--- src/inc/tmb_map.svh ---
// constants of the tunnel-mode interrupt bridge
`ifndef TMB_MAP_SVH
`define TMB_MAP_SVH

// ==================================================
// host command codes
`define TMB_CMD_INQUIRY   8'h28
`define TMB_CMD_ANS_OK    8'hF8
`define TMB_CMD_ANS_ERR   8'hE8

// ==================================================
// reader command codes (card standard / proximity)
`define TMB_RF_RD_JIS     8'h06
`define TMB_RF_RD_PROX    8'hB0
`define TMB_RF_WR_JIS     8'h08
`define TMB_RF_WR_PROX    8'hD6

// ==================================================
// field positions and fixed values
`define TMB_SEL_FIELD_BIT 0
`define TMB_ADDR_MARK     2'b01
`define TMB_QRSP_LAST     2'h3
`define TMB_ST_OK         8'h00
`define TMB_ST_ERR        8'h01

// ==================================================
// timing: wait times count in ticks of this length
`define TMB_TICK_US       1000
`define TMB_CLK_MHZ       10
`define TMB_TICK_CYCLES   (`TMB_TICK_US * `TMB_CLK_MHZ)

`endif

--- src/inc/tmb_pkg.sv ---
// types of the tunnel-mode interrupt bridge
package tmb_pkg;

    typedef enum logic [2:0] {
        TMB_IDLE,
        TMB_WAIT_INQ,
        TMB_SEND_QRSP,
        TMB_WAIT_ANS,
        TMB_RECV_ANS,
        TMB_SEND_ARSP
    } tmb_state_t;

    typedef logic [7:0] tmb_byte_t;

endpackage

--- src/rtl/tmb_bridge.sv ---
// tunnel-mode command relay and interrupt request control
//
// How it works
// - select bit 0 decides if field detection raises a request.
// - host mask suppresses field request even when selected.
// - with contact supply, pending request stays low after field loss.
// - without supply, field powers request; losing field releases pin.
// - read-direction address match clears any pending request.
// - reader tunnel command raises a request by pulling pin low.
// - serial commands accepted from the moment the pin falls.
// - inquiry is 0x28; answer: status, big-endian address, length.
// - address upper byte bit7=0, bit6=1, bits5:4 carry mode.
// - status goes to host first; reply to reader only afterwards.
// - inquiry and answer accepted only in tunnel mode.
// - inquiry wait starts at pin fall; expiry declares timeout.
// - answer wait starts once the last inquiry response byte has left the buffer.
// - other serial commands' issue-to-response span is not counted.
// - command start is the address acknowledge, not start condition.
// - answer raises completion request only when option flag is 0.
// - reader read code is 0x06 or 0xB0.
// - reader write code is 0x08 or 0xD6.
// - option bit gates completion request for register and tunnel cmds.
// - tunnel detection request cannot be masked.
// - request pin driven low signals a pending request.
`timescale 1ns/1ns
`include "tmb_map.svh"
module tmb_bridge #(
    parameter int P_TICK_CYCLES = `TMB_TICK_CYCLES
) (
    input  wire logic       i_ref_clk,
    input  wire logic       i_reset_n,
    input  wire logic       i_contact_supply,
    input  wire logic       i_field_present,
    input  wire logic       i_tunnel_mode,
    input  wire logic [3:0] i_irq_source_select,
    input  wire logic       i_field_irq_mask,
    input  wire logic       i_serial_irq_option,
    input  wire logic [7:0] i_inquiry_wait_time,
    input  wire logic [7:0] i_answer_wait_time,
    input  wire logic       i_rf_tunnel_cmd,
    input  wire logic       i_rf_proximity,
    input  wire logic [7:0] i_rf_cmd_code,
    input  wire logic [1:0] i_rf_mode,
    input  wire logic [3:0] i_rf_addr_hi,
    input  wire logic [7:0] i_rf_addr_lo,
    input  wire logic [7:0] i_rf_len,
    input  wire logic       i_addr_ack,
    input  wire logic       i_addr_read,
    input  wire logic       i_cmd_valid,
    input  wire logic       i_cmd_first,
    input  wire logic       i_cmd_last,
    input  wire logic [7:0] i_cmd_data,
    input  wire logic       i_other_done,
    input  wire logic       i_other_is_reg,
    input  wire logic       i_rsp_ready,
    output logic            o_rsp_valid,
    output logic [7:0]      o_rsp_data,
    output logic            o_irq_request_pin_n_out,
    output logic            o_irq_request_pin_n_oe,
    output logic            o_rf_data_valid,
    output logic [7:0]      o_rf_data,
    output logic            o_rf_send,
    output logic            o_rf_ok,
    output logic            o_rf_abandon,
    output logic            o_timeout
);
    // ==================================================
    // functions
    function automatic logic tmb_rf_code_ok(input logic prox, input logic [7:0] code);
        tmb_rf_code_ok = prox ? (code == `TMB_RF_RD_PROX || code == `TMB_RF_WR_PROX)
                              : (code == `TMB_RF_RD_JIS || code == `TMB_RF_WR_JIS);
    endfunction

    function automatic logic tmb_expired(input logic [7:0] cnt, input logic [7:0] lim);
        tmb_expired = (cnt >= lim);
    endfunction

    // ==================================================
    // pin synchronisers: three flops, change taken when last two agree
    logic [2:0] sup_sync;
    logic [2:0] fld_sync;
    logic       supply_ok;
    logic       field_ok;
    logic       field_q;

    always_ff @(posedge i_ref_clk or negedge i_reset_n) begin
        if (!i_reset_n) begin
            sup_sync  <= 3'h0;
            fld_sync  <= 3'h0;
            supply_ok <= 1'b0;
            field_ok  <= 1'b0;
            field_q   <= 1'b0;
        end else begin
            sup_sync <= {sup_sync[1:0], i_contact_supply};
            fld_sync <= {fld_sync[1:0], i_field_present};
            if (sup_sync[1] == sup_sync[2]) begin
                supply_ok <= sup_sync[2];
            end
            if (fld_sync[1] == fld_sync[2]) begin
                field_ok <= fld_sync[2];
            end
            field_q <= field_ok;
        end
    end

    // ==================================================
    // state and captured reader command
    tmb_pkg::tmb_state_t state;
    tmb_pkg::tmb_state_t next_state;
    tmb_pkg::tmb_byte_t  cap_hi;
    tmb_pkg::tmb_byte_t  cap_lo;
    tmb_pkg::tmb_byte_t  cap_len;
    logic                ans_ok;
    logic                pending;
    logic                pending_q;
    logic                timing;
    logic                paused;
    logic [7:0]          wait_cnt;
    logic [15:0]         tick_cnt;
    logic [1:0]          push_idx;
    logic                push_done;

    // ==================================================
    // decode
    wire power_lost   = !supply_ok && !field_ok;
    wire field_rise   = field_ok && !field_q;
    wire field_irq    = field_rise && i_irq_source_select[`TMB_SEL_FIELD_BIT]
                        && !i_field_irq_mask;
    wire rf_accept    = i_rf_tunnel_cmd && (state == tmb_pkg::TMB_IDLE)
                        && tmb_rf_code_ok(i_rf_proximity, i_rf_cmd_code);
    wire cmd_byte0    = i_cmd_valid && i_cmd_first;
    wire is_inquiry   = cmd_byte0 && (i_cmd_data == `TMB_CMD_INQUIRY);
    wire is_ans_ok    = cmd_byte0 && (i_cmd_data == `TMB_CMD_ANS_OK);
    wire is_ans_err   = cmd_byte0 && (i_cmd_data == `TMB_CMD_ANS_ERR);
    wire inq_take     = is_inquiry && i_tunnel_mode && (state == tmb_pkg::TMB_WAIT_INQ);
    wire ans_take     = (is_ans_ok || is_ans_err) && i_tunnel_mode
                        && (state == tmb_pkg::TMB_WAIT_ANS);
    wire in_wait      = (state == tmb_pkg::TMB_WAIT_INQ) || (state == tmb_pkg::TMB_WAIT_ANS);
    wire wait_lim_hit = (state == tmb_pkg::TMB_WAIT_INQ)
                        ? tmb_expired(wait_cnt, i_inquiry_wait_time)
                        : tmb_expired(wait_cnt, i_answer_wait_time);
    wire tick         = (tick_cnt == 16'(P_TICK_CYCLES - 1));
    wire time_out     = in_wait && timing && wait_lim_hit;
    wire sending      = (state == tmb_pkg::TMB_SEND_QRSP) || (state == tmb_pkg::TMB_SEND_ARSP);
    wire entering_snd = inq_take || (state == tmb_pkg::TMB_RECV_ANS && i_cmd_valid && i_cmd_last)
                        || (ans_take && i_cmd_last);
    wire ans_entry    = entering_snd && !inq_take;
    wire cmpl_irq     = (entering_snd && !i_serial_irq_option)
                        || (i_other_done && (!i_other_is_reg || !i_serial_irq_option));
    wire set_pending  = rf_accept || field_irq || cmpl_irq;
    wire clr_pending  = i_addr_ack && i_addr_read;
    wire pin_fall     = pending && !pending_q;

    // ==================================================
    // response generator feeding the host-side buffer
    logic       push_ready;
    logic [7:0] push_data;
    wire        push_valid = sending && !push_done;
    wire        push_fire  = push_valid && push_ready;
    wire [1:0]  push_last  = (state == tmb_pkg::TMB_SEND_QRSP) ? `TMB_QRSP_LAST : 2'h0;
    wire        rsp_sent   = sending && push_done && !o_rsp_valid;

    always_comb begin
        push_data = `TMB_ST_OK;
        if (state == tmb_pkg::TMB_SEND_QRSP) begin
            case (push_idx)
                2'h1:    push_data = cap_hi;
                2'h2:    push_data = cap_lo;
                2'h3:    push_data = cap_len;
                default: push_data = `TMB_ST_OK;
            endcase
        end
    end

    tmb_skid_buf u_rsp_buf (
        .i_ref_clk   (i_ref_clk),
        .i_reset_n   (i_reset_n),
        .i_in_valid  (push_valid),
        .i_in_data   (push_data),
        .o_in_ready  (push_ready),
        .o_out_valid (o_rsp_valid),
        .o_out_data  (o_rsp_data),
        .i_out_ready (i_rsp_ready)
    );

    always_ff @(posedge i_ref_clk or negedge i_reset_n) begin
        if (!i_reset_n) begin
            push_idx  <= 2'h0;
            push_done <= 1'b0;
        end else if (!sending) begin
            push_idx  <= 2'h0;
            push_done <= 1'b0;
        end else if (push_fire) begin
            push_idx <= push_idx + 2'h1;
            if (push_idx == push_last) begin
                push_done <= 1'b1;
            end
        end
    end

    // ==================================================
    // state machine
    always_comb begin
        next_state = state;
        case (state)
            tmb_pkg::TMB_IDLE: begin
                if (rf_accept) begin
                    next_state = tmb_pkg::TMB_WAIT_INQ;
                end
            end
            tmb_pkg::TMB_WAIT_INQ: begin
                if (time_out) begin
                    next_state = tmb_pkg::TMB_IDLE;
                end else if (inq_take) begin
                    next_state = tmb_pkg::TMB_SEND_QRSP;
                end
            end
            tmb_pkg::TMB_SEND_QRSP: begin
                if (rsp_sent) begin
                    next_state = tmb_pkg::TMB_WAIT_ANS;
                end
            end
            tmb_pkg::TMB_WAIT_ANS: begin
                if (time_out) begin
                    next_state = tmb_pkg::TMB_IDLE;
                end else if (ans_take) begin
                    next_state = i_cmd_last ? tmb_pkg::TMB_SEND_ARSP : tmb_pkg::TMB_RECV_ANS;
                end
            end
            tmb_pkg::TMB_RECV_ANS: begin
                if (i_cmd_valid && i_cmd_last) begin
                    next_state = tmb_pkg::TMB_SEND_ARSP;
                end
            end
            tmb_pkg::TMB_SEND_ARSP: begin
                if (rsp_sent) begin
                    next_state = tmb_pkg::TMB_IDLE;
                end
            end
            default: next_state = tmb_pkg::TMB_IDLE;
        endcase
    end

    always_ff @(posedge i_ref_clk or negedge i_reset_n) begin
        if (!i_reset_n) begin
            state <= tmb_pkg::TMB_IDLE;
        end else if (power_lost) begin
            state <= tmb_pkg::TMB_IDLE;
        end else begin
            state <= next_state;
        end
    end

    // ==================================================
    // capture of the reader command for the inquiry response
    always_ff @(posedge i_ref_clk or negedge i_reset_n) begin
        if (!i_reset_n) begin
            cap_hi  <= 8'h00;
            cap_lo  <= 8'h00;
            cap_len <= 8'h00;
            ans_ok  <= 1'b0;
        end else begin
            if (rf_accept) begin
                cap_hi  <= {`TMB_ADDR_MARK, i_rf_mode, i_rf_addr_hi};
                cap_lo  <= i_rf_addr_lo;
                cap_len <= i_rf_len;
            end
            if (ans_take) begin
                ans_ok <= is_ans_ok;
            end
        end
    end

    // ==================================================
    // interrupt request pin; set wins over clear, power loss wins all
    always_ff @(posedge i_ref_clk or negedge i_reset_n) begin
        if (!i_reset_n) begin
            pending   <= 1'b0;
            pending_q <= 1'b0;
        end else begin
            pending_q <= pending;
            if (power_lost) begin
                pending <= 1'b0;
            end else if (set_pending) begin
                pending <= 1'b1;
            end else if (clr_pending) begin
                pending <= 1'b0;
            end
        end
    end

    // open drain: only ever pulls low
    assign o_irq_request_pin_n_out = 1'b0;
    assign o_irq_request_pin_n_oe  = pending;

    // ==================================================
    // wait timers; paused from address ack of a foreign command to its reply
    always_ff @(posedge i_ref_clk or negedge i_reset_n) begin
        if (!i_reset_n) begin
            timing   <= 1'b0;
            paused   <= 1'b0;
            wait_cnt <= 8'h00;
            tick_cnt <= 16'h0000;
        end else begin
            if (!in_wait || time_out) begin
                timing <= 1'b0;
            end else if (state == tmb_pkg::TMB_WAIT_INQ && !timing && (pin_fall || pending_q)) begin
                timing   <= 1'b1;
                wait_cnt <= 8'h00;
                tick_cnt <= 16'h0000;
            end
            if (rsp_sent && state == tmb_pkg::TMB_SEND_QRSP) begin
                timing   <= 1'b1;
                wait_cnt <= 8'h00;
                tick_cnt <= 16'h0000;
            end
            if (!in_wait || i_other_done || cmd_byte0 && (inq_take || ans_take)) begin
                paused <= 1'b0;
            end else if (i_addr_ack && !i_addr_read) begin
                paused <= 1'b1;
            end
            if (timing && in_wait && !paused && !(i_addr_ack && !i_addr_read)) begin
                if (tick) begin
                    tick_cnt <= 16'h0000;
                    if (wait_cnt != 8'hFF) begin
                        wait_cnt <= wait_cnt + 8'h01;
                    end
                end else begin
                    tick_cnt <= tick_cnt + 16'h0001;
                end
            end
        end
    end

    // ==================================================
    // reader-side outputs; reply released only after host status drained
    always_ff @(posedge i_ref_clk or negedge i_reset_n) begin
        if (!i_reset_n) begin
            o_rf_data_valid <= 1'b0;
            o_rf_data       <= 8'h00;
            o_rf_send       <= 1'b0;
            o_rf_ok         <= 1'b0;
            o_rf_abandon    <= 1'b0;
            o_timeout       <= 1'b0;
        end else begin
            o_rf_data_valid <= (state == tmb_pkg::TMB_RECV_ANS) && i_cmd_valid && ans_ok;
            if ((state == tmb_pkg::TMB_RECV_ANS) && i_cmd_valid) begin
                o_rf_data <= i_cmd_data;
            end
            o_rf_send    <= rsp_sent && (state == tmb_pkg::TMB_SEND_ARSP);
            if (ans_entry) begin
                o_rf_ok <= (state == tmb_pkg::TMB_RECV_ANS) ? ans_ok : is_ans_ok;
            end
            o_rf_abandon <= time_out || (power_lost && state != tmb_pkg::TMB_IDLE);
            o_timeout    <= time_out;
        end
    end
endmodule

--- src/rtl/tmb_skid_buf.sv ---
// two-entry buffer with valid and ready on both sides
`timescale 1ns/1ns
module tmb_skid_buf (
    input  wire logic       i_ref_clk,
    input  wire logic       i_reset_n,
    input  wire logic       i_in_valid,
    input  wire logic [7:0] i_in_data,
    output logic            o_in_ready,
    output logic            o_out_valid,
    output logic [7:0]      o_out_data,
    input  wire logic       i_out_ready
);
    logic [7:0] mem [0:1];
    logic       wr_idx;
    logic       rd_idx;
    logic [1:0] count;
    wire        push = i_in_valid && o_in_ready;
    wire        pop  = o_out_valid && i_out_ready;

    assign o_in_ready  = (count != 2'h2);
    assign o_out_valid = (count != 2'h0);
    assign o_out_data  = mem[rd_idx];

    always_ff @(posedge i_ref_clk or negedge i_reset_n) begin
        if (!i_reset_n) begin
            wr_idx <= 1'b0;
            rd_idx <= 1'b0;
            count  <= 2'h0;
            mem[0] <= 8'h00;
            mem[1] <= 8'h00;
        end else begin
            if (push) begin
                mem[wr_idx] <= i_in_data;
                wr_idx      <= ~wr_idx;
            end
            if (pop) begin
                rd_idx <= ~rd_idx;
            end
            if (push && !pop) begin
                count <= count + 2'h1;
            end else if (pop && !push) begin
                count <= count - 2'h1;
            end
        end
    end
endmodule

--- config.mk ---
export PLATFORM = sky130hd
export DESIGN_NAME = tmb_bridge
export DESIGN_NICKNAME = d
export VERILOG_FILES = /design/src/inc/tmb_pkg.sv /design/src/rtl/tmb_bridge.sv /design/src/rtl/tmb_skid_buf.sv
export VERILOG_INCLUDE_DIRS = /design/src /design/src/inc
export SDC_FILE = /design/constraint.sdc
export NUM_CORES = 1
export LEC_CHECK = 0
export ABC_AREA = 1
export ABC_CLOCK_PERIOD_IN_PS = 3500
export BUFFER_PORTS_ARGS = -buffer_cell sky130_fd_sc_hd__buf_2
export CORE_AREA = 8 8 119 121
export CTS_CLUSTER_DIAMETER = 40
export DETAILED_ROUTE_END_ITERATION = 12
export DIE_AREA = 0 0 127 129
export GPL_ROUTABILITY_DRIVEN = 0
export HOLD_SLACK_MARGIN = 0.12
export PLACE_DENSITY_LB_ADDON = 0.15
export SLEW_MARGIN = 20
export SYNTH_ARGS = -nofsm -noshare
export SYNTH_HDL_FRONTEND = slang
export SYNTH_SLANG_ARGS = --single-unit
--- constraint.sdc ---
create_clock -name i_ref_clk -period 3.5 [get_ports i_ref_clk]
set_input_delay 0.7 -clock i_ref_clk [delete_from_list [all_inputs] [get_ports i_ref_clk]]
set_output_delay 0.7 -clock i_ref_clk [all_outputs]
set_load 0.1 [all_outputs]
==> results.py <==
metrics = {
    "status": {
        "status": "complete, no violations",
    },
    "logic_synthesis": {
        "async_flop_share_pct": 100,
        "synth_cell_types": 50,
        "ys_ff_latch": 100,
        "avgSynthCellArea_sq_um": 8.91,
        "synth.cell_area_sq_um": 5550,
        "ys_warn_count": 0,
        "synthFlopType": "dfrtp_1",
        "synth-seq-area-share_pct": 45.1,
        "synth_edf_count": 0,
        "syn_nets": 721,
        "synthCells": 623,
    },
    "sta": {
        "worst_pin_slew_ps": 820,
        "setup_viol": 0,
        "fin_crit_sh_pct": 68.9,
        "max_freq_mhz": 415,
        "setup_ws_ps": 1090,
        "maxSlewViolCount": 0,
        "relSlewSlack_pct": 45.3,
        "skew_ps": 8.45,
        "min_period_ps": 2410,
        "rsz0062_at_grt": "false",
        "final.setup.tns_ps": 0,
        "hold_viol_final": 0,
    },
    "cts": {
        "cts_htree_levels": 3,
        "ctsResizeCount": 0,
        "post-cts-setup-buffers": 0,
        "clkTransAtPathRegs_ps": 70,
        "cts_sinks": 100,
        "insertion_delay_ps": 340,
        "cts-root-buf": "clkbuf_16",
        "cts_buffers": 9,
        "clockBufferDepth": 2,
        "cts_tree": "built",
        "postCtsHoldBufs": 0,
    },
    "routing": {
        "drt_iter0_drc": 172,
        "routed_wl_mm": 12.6,
        "routedLengthMet1_mm": 5.69,
        "wl_met2_mm": 6.39,
        "dr.pass1.iters": 4,
        "avgRoutedWirePerCell_um": 14.4,
        "met3_length_um": 319,
        "vias": 4398,
        "avgViaCountPerCell": 5.04,
        "antenna_left": 0,
        "drc": 0,
        "top_layer": "met4",
    },
    "setup_path": {
        "cp.arrival_ps": 1710,
        "ff2ff_path_depth": 11,
        "crit_required_ps": 2800,
        "start_kind": "flop",
        "crit_path_max_fanout": 17,
        "end_kind": "primary output",
        "critical_path_class": "reg -> out",
    },
    "placement": {
        "pre_cts_ws_ps": 1240,
        "portBuffers": 94,
        "hpwl_mm": 9.93,
    },
    "final_layout": {
        "syn_to_final_growth_pct": 16.0,
        "layout-drive-gt1-share_pct": 26.0,
        "fillers": 1185,
        "final_nets": 816,
        "final_cell_mix": "nand2_1 (137), dfrtp_1 (100), inv_1 (93), buf_2 (93), o21ai_0 (41)",
        "diodes": 0,
        "final_common_cell": "nand2_1",
        "finish.utilization_pct": 52.3,
    },
    "global_routing": {
        "antenna_found_initial": 0,
        "track_usage_pct": 16.1,
        "grt_max_degree": 64,
        "grt_overflow_total": 0,
        "grt_pass1_wl_mm": 21.4,
        "grt_pass1_vias": 4595,
    },
    "power": {
        "p_leak_nw": 3.23,
        "power.density_nw_per_um2": 628,
        "vdd_drop_max_uv": 281,
    },
    "floorplan": {
        "ioPinCount": 99,
        "core_sq_um": 12300,
        "dieWidth_um": 127,
        "start_util_pct": 45.1,
        "die_h_um": 129,
        "die_area_sq_um": 16400,
        "num_rows": 41,
    },
    "min_path": {
        "hold_class": "reg -> reg",
        "hold_depth": 0,
    },
    "job": {
        "drv_cap": 0,
    },
}
-- path summary, 6_finish.rpt --
check	from	to	slack [ps]
max	u_rsp_buf.rd_idx	o_rsp_data[3]	1090
min	fld_sync[0]	fld_sync[1]	350
max reg2reg	state[2]	u_rsp_buf.count[1]	1420
min reg2reg	fld_sync[0]	fld_sync[1]	350
max in group asynchronous	i_reset_n	cap_lo[0]	2380
min in group asynchronous	i_reset_n	wait_cnt[4]	440
-- synth_stat cells (5+ instances only) --
cell type / n / area (sq um)
nand3_2: 5 / 50.1
mux2_4: 8 / 120
inv_2: 5 / 18.8
o21ai_1: 7 / 35.0
nand4_1: 10 / 62.6
nor2_1: 33 / 124
nor3_1: 8 / 40.0
a21oi_1: 15 / 75.1
o21ai_0: 41 / 205
inv_1: 93 / 349
ha_1: 23 / 288
a31oi_1: 8 / 50.1
mux2_2: 26 / 293
nand3_1: 31 / 155
xor2_1: 7 / 61.3
dfrtp_1: 100 / 2500
nand2_1: 137 / 514
o21ai_2: 6 / 52.6
-- registers in the layout, summed over array words and instances (netlist names), 2 cells and up --
| signal | count |
|---|---|
| cap_hi | 7 |
| cap_len | 8 |
| cap_lo | 8 |
| fld_sync | 3 |
| o_rf_data | 8 |
| push_idx | 2 |
| state | 3 |
| sup_sync | 3 |
| tick_cnt | 16 |
| u_rsp_buf.count | 2 |
| u_rsp_buf.mem | 16 |
| wait_cnt | 8 |
-- where the power goes --
| group | internal [mW] | switching [mW] |
|---|---|---|
| clock | 0.522 | 0.434 |
| sequential | 1.42 | 0.205 |
| combinational | 0.432 | 1.03 |
| total | 2.38 | 1.67 |
-- cell families (layout without fill, tap and decap cells) --
group / after synthesis / count (layout) / share of synthesized area [%]
and+or+nand+nor: 248 / 248 / 21.6
muxes: 34 / 34 / 7.44
AOI/OAI and AO/OA: 92 / 92 / 10.1
adders and majority gates: 25 / 25 / 5.55
buffers and inverters: 112 / 212 / 8.39
DFF: 100 / 100 / 45.1
other: 1 / 1 / 0.0676
xor gates and xnor gates: 11 / 11 / 1.74
-- worst max-delay path: stages (launching register included) --
cell,delay (ps)
dfrtp_1,680
nand2_1,100
o21ai_0,120
buf_2,470
-- stage by stage --
step	instances	power (mW)	hold slack, ps	instance area (sq um)
finish	873	4.04	348	6440
global route	873	4.29	358	6440
floorplan	623	2.81	331	5550
CTS	873	4.09	349	6440
detailed placement	857	3.12	335	6150
global placement	857	3.08	334	6150
-- final cells by class --
cell class,instances,area (sq um),area share (%)
Clock inverter,5,35.0,0.544
Clock buffer,11,253,3.92
Sequential cell,100,2500,38.9
Multi-Input combinational cell,411,2580,40.1
Tap cell,150,188,2.91
Timing Repair Buffer,96,500,7.77
Inverter,100,379,5.89
-- layer usage --
layer,up-vias,track usage (%)
li1,2219,-
met1,2110,19.5
met2,56,28.8
met3,13,2.40
met4,0,5.53
met5,-,0
Power figures use the tool's default switching activity.
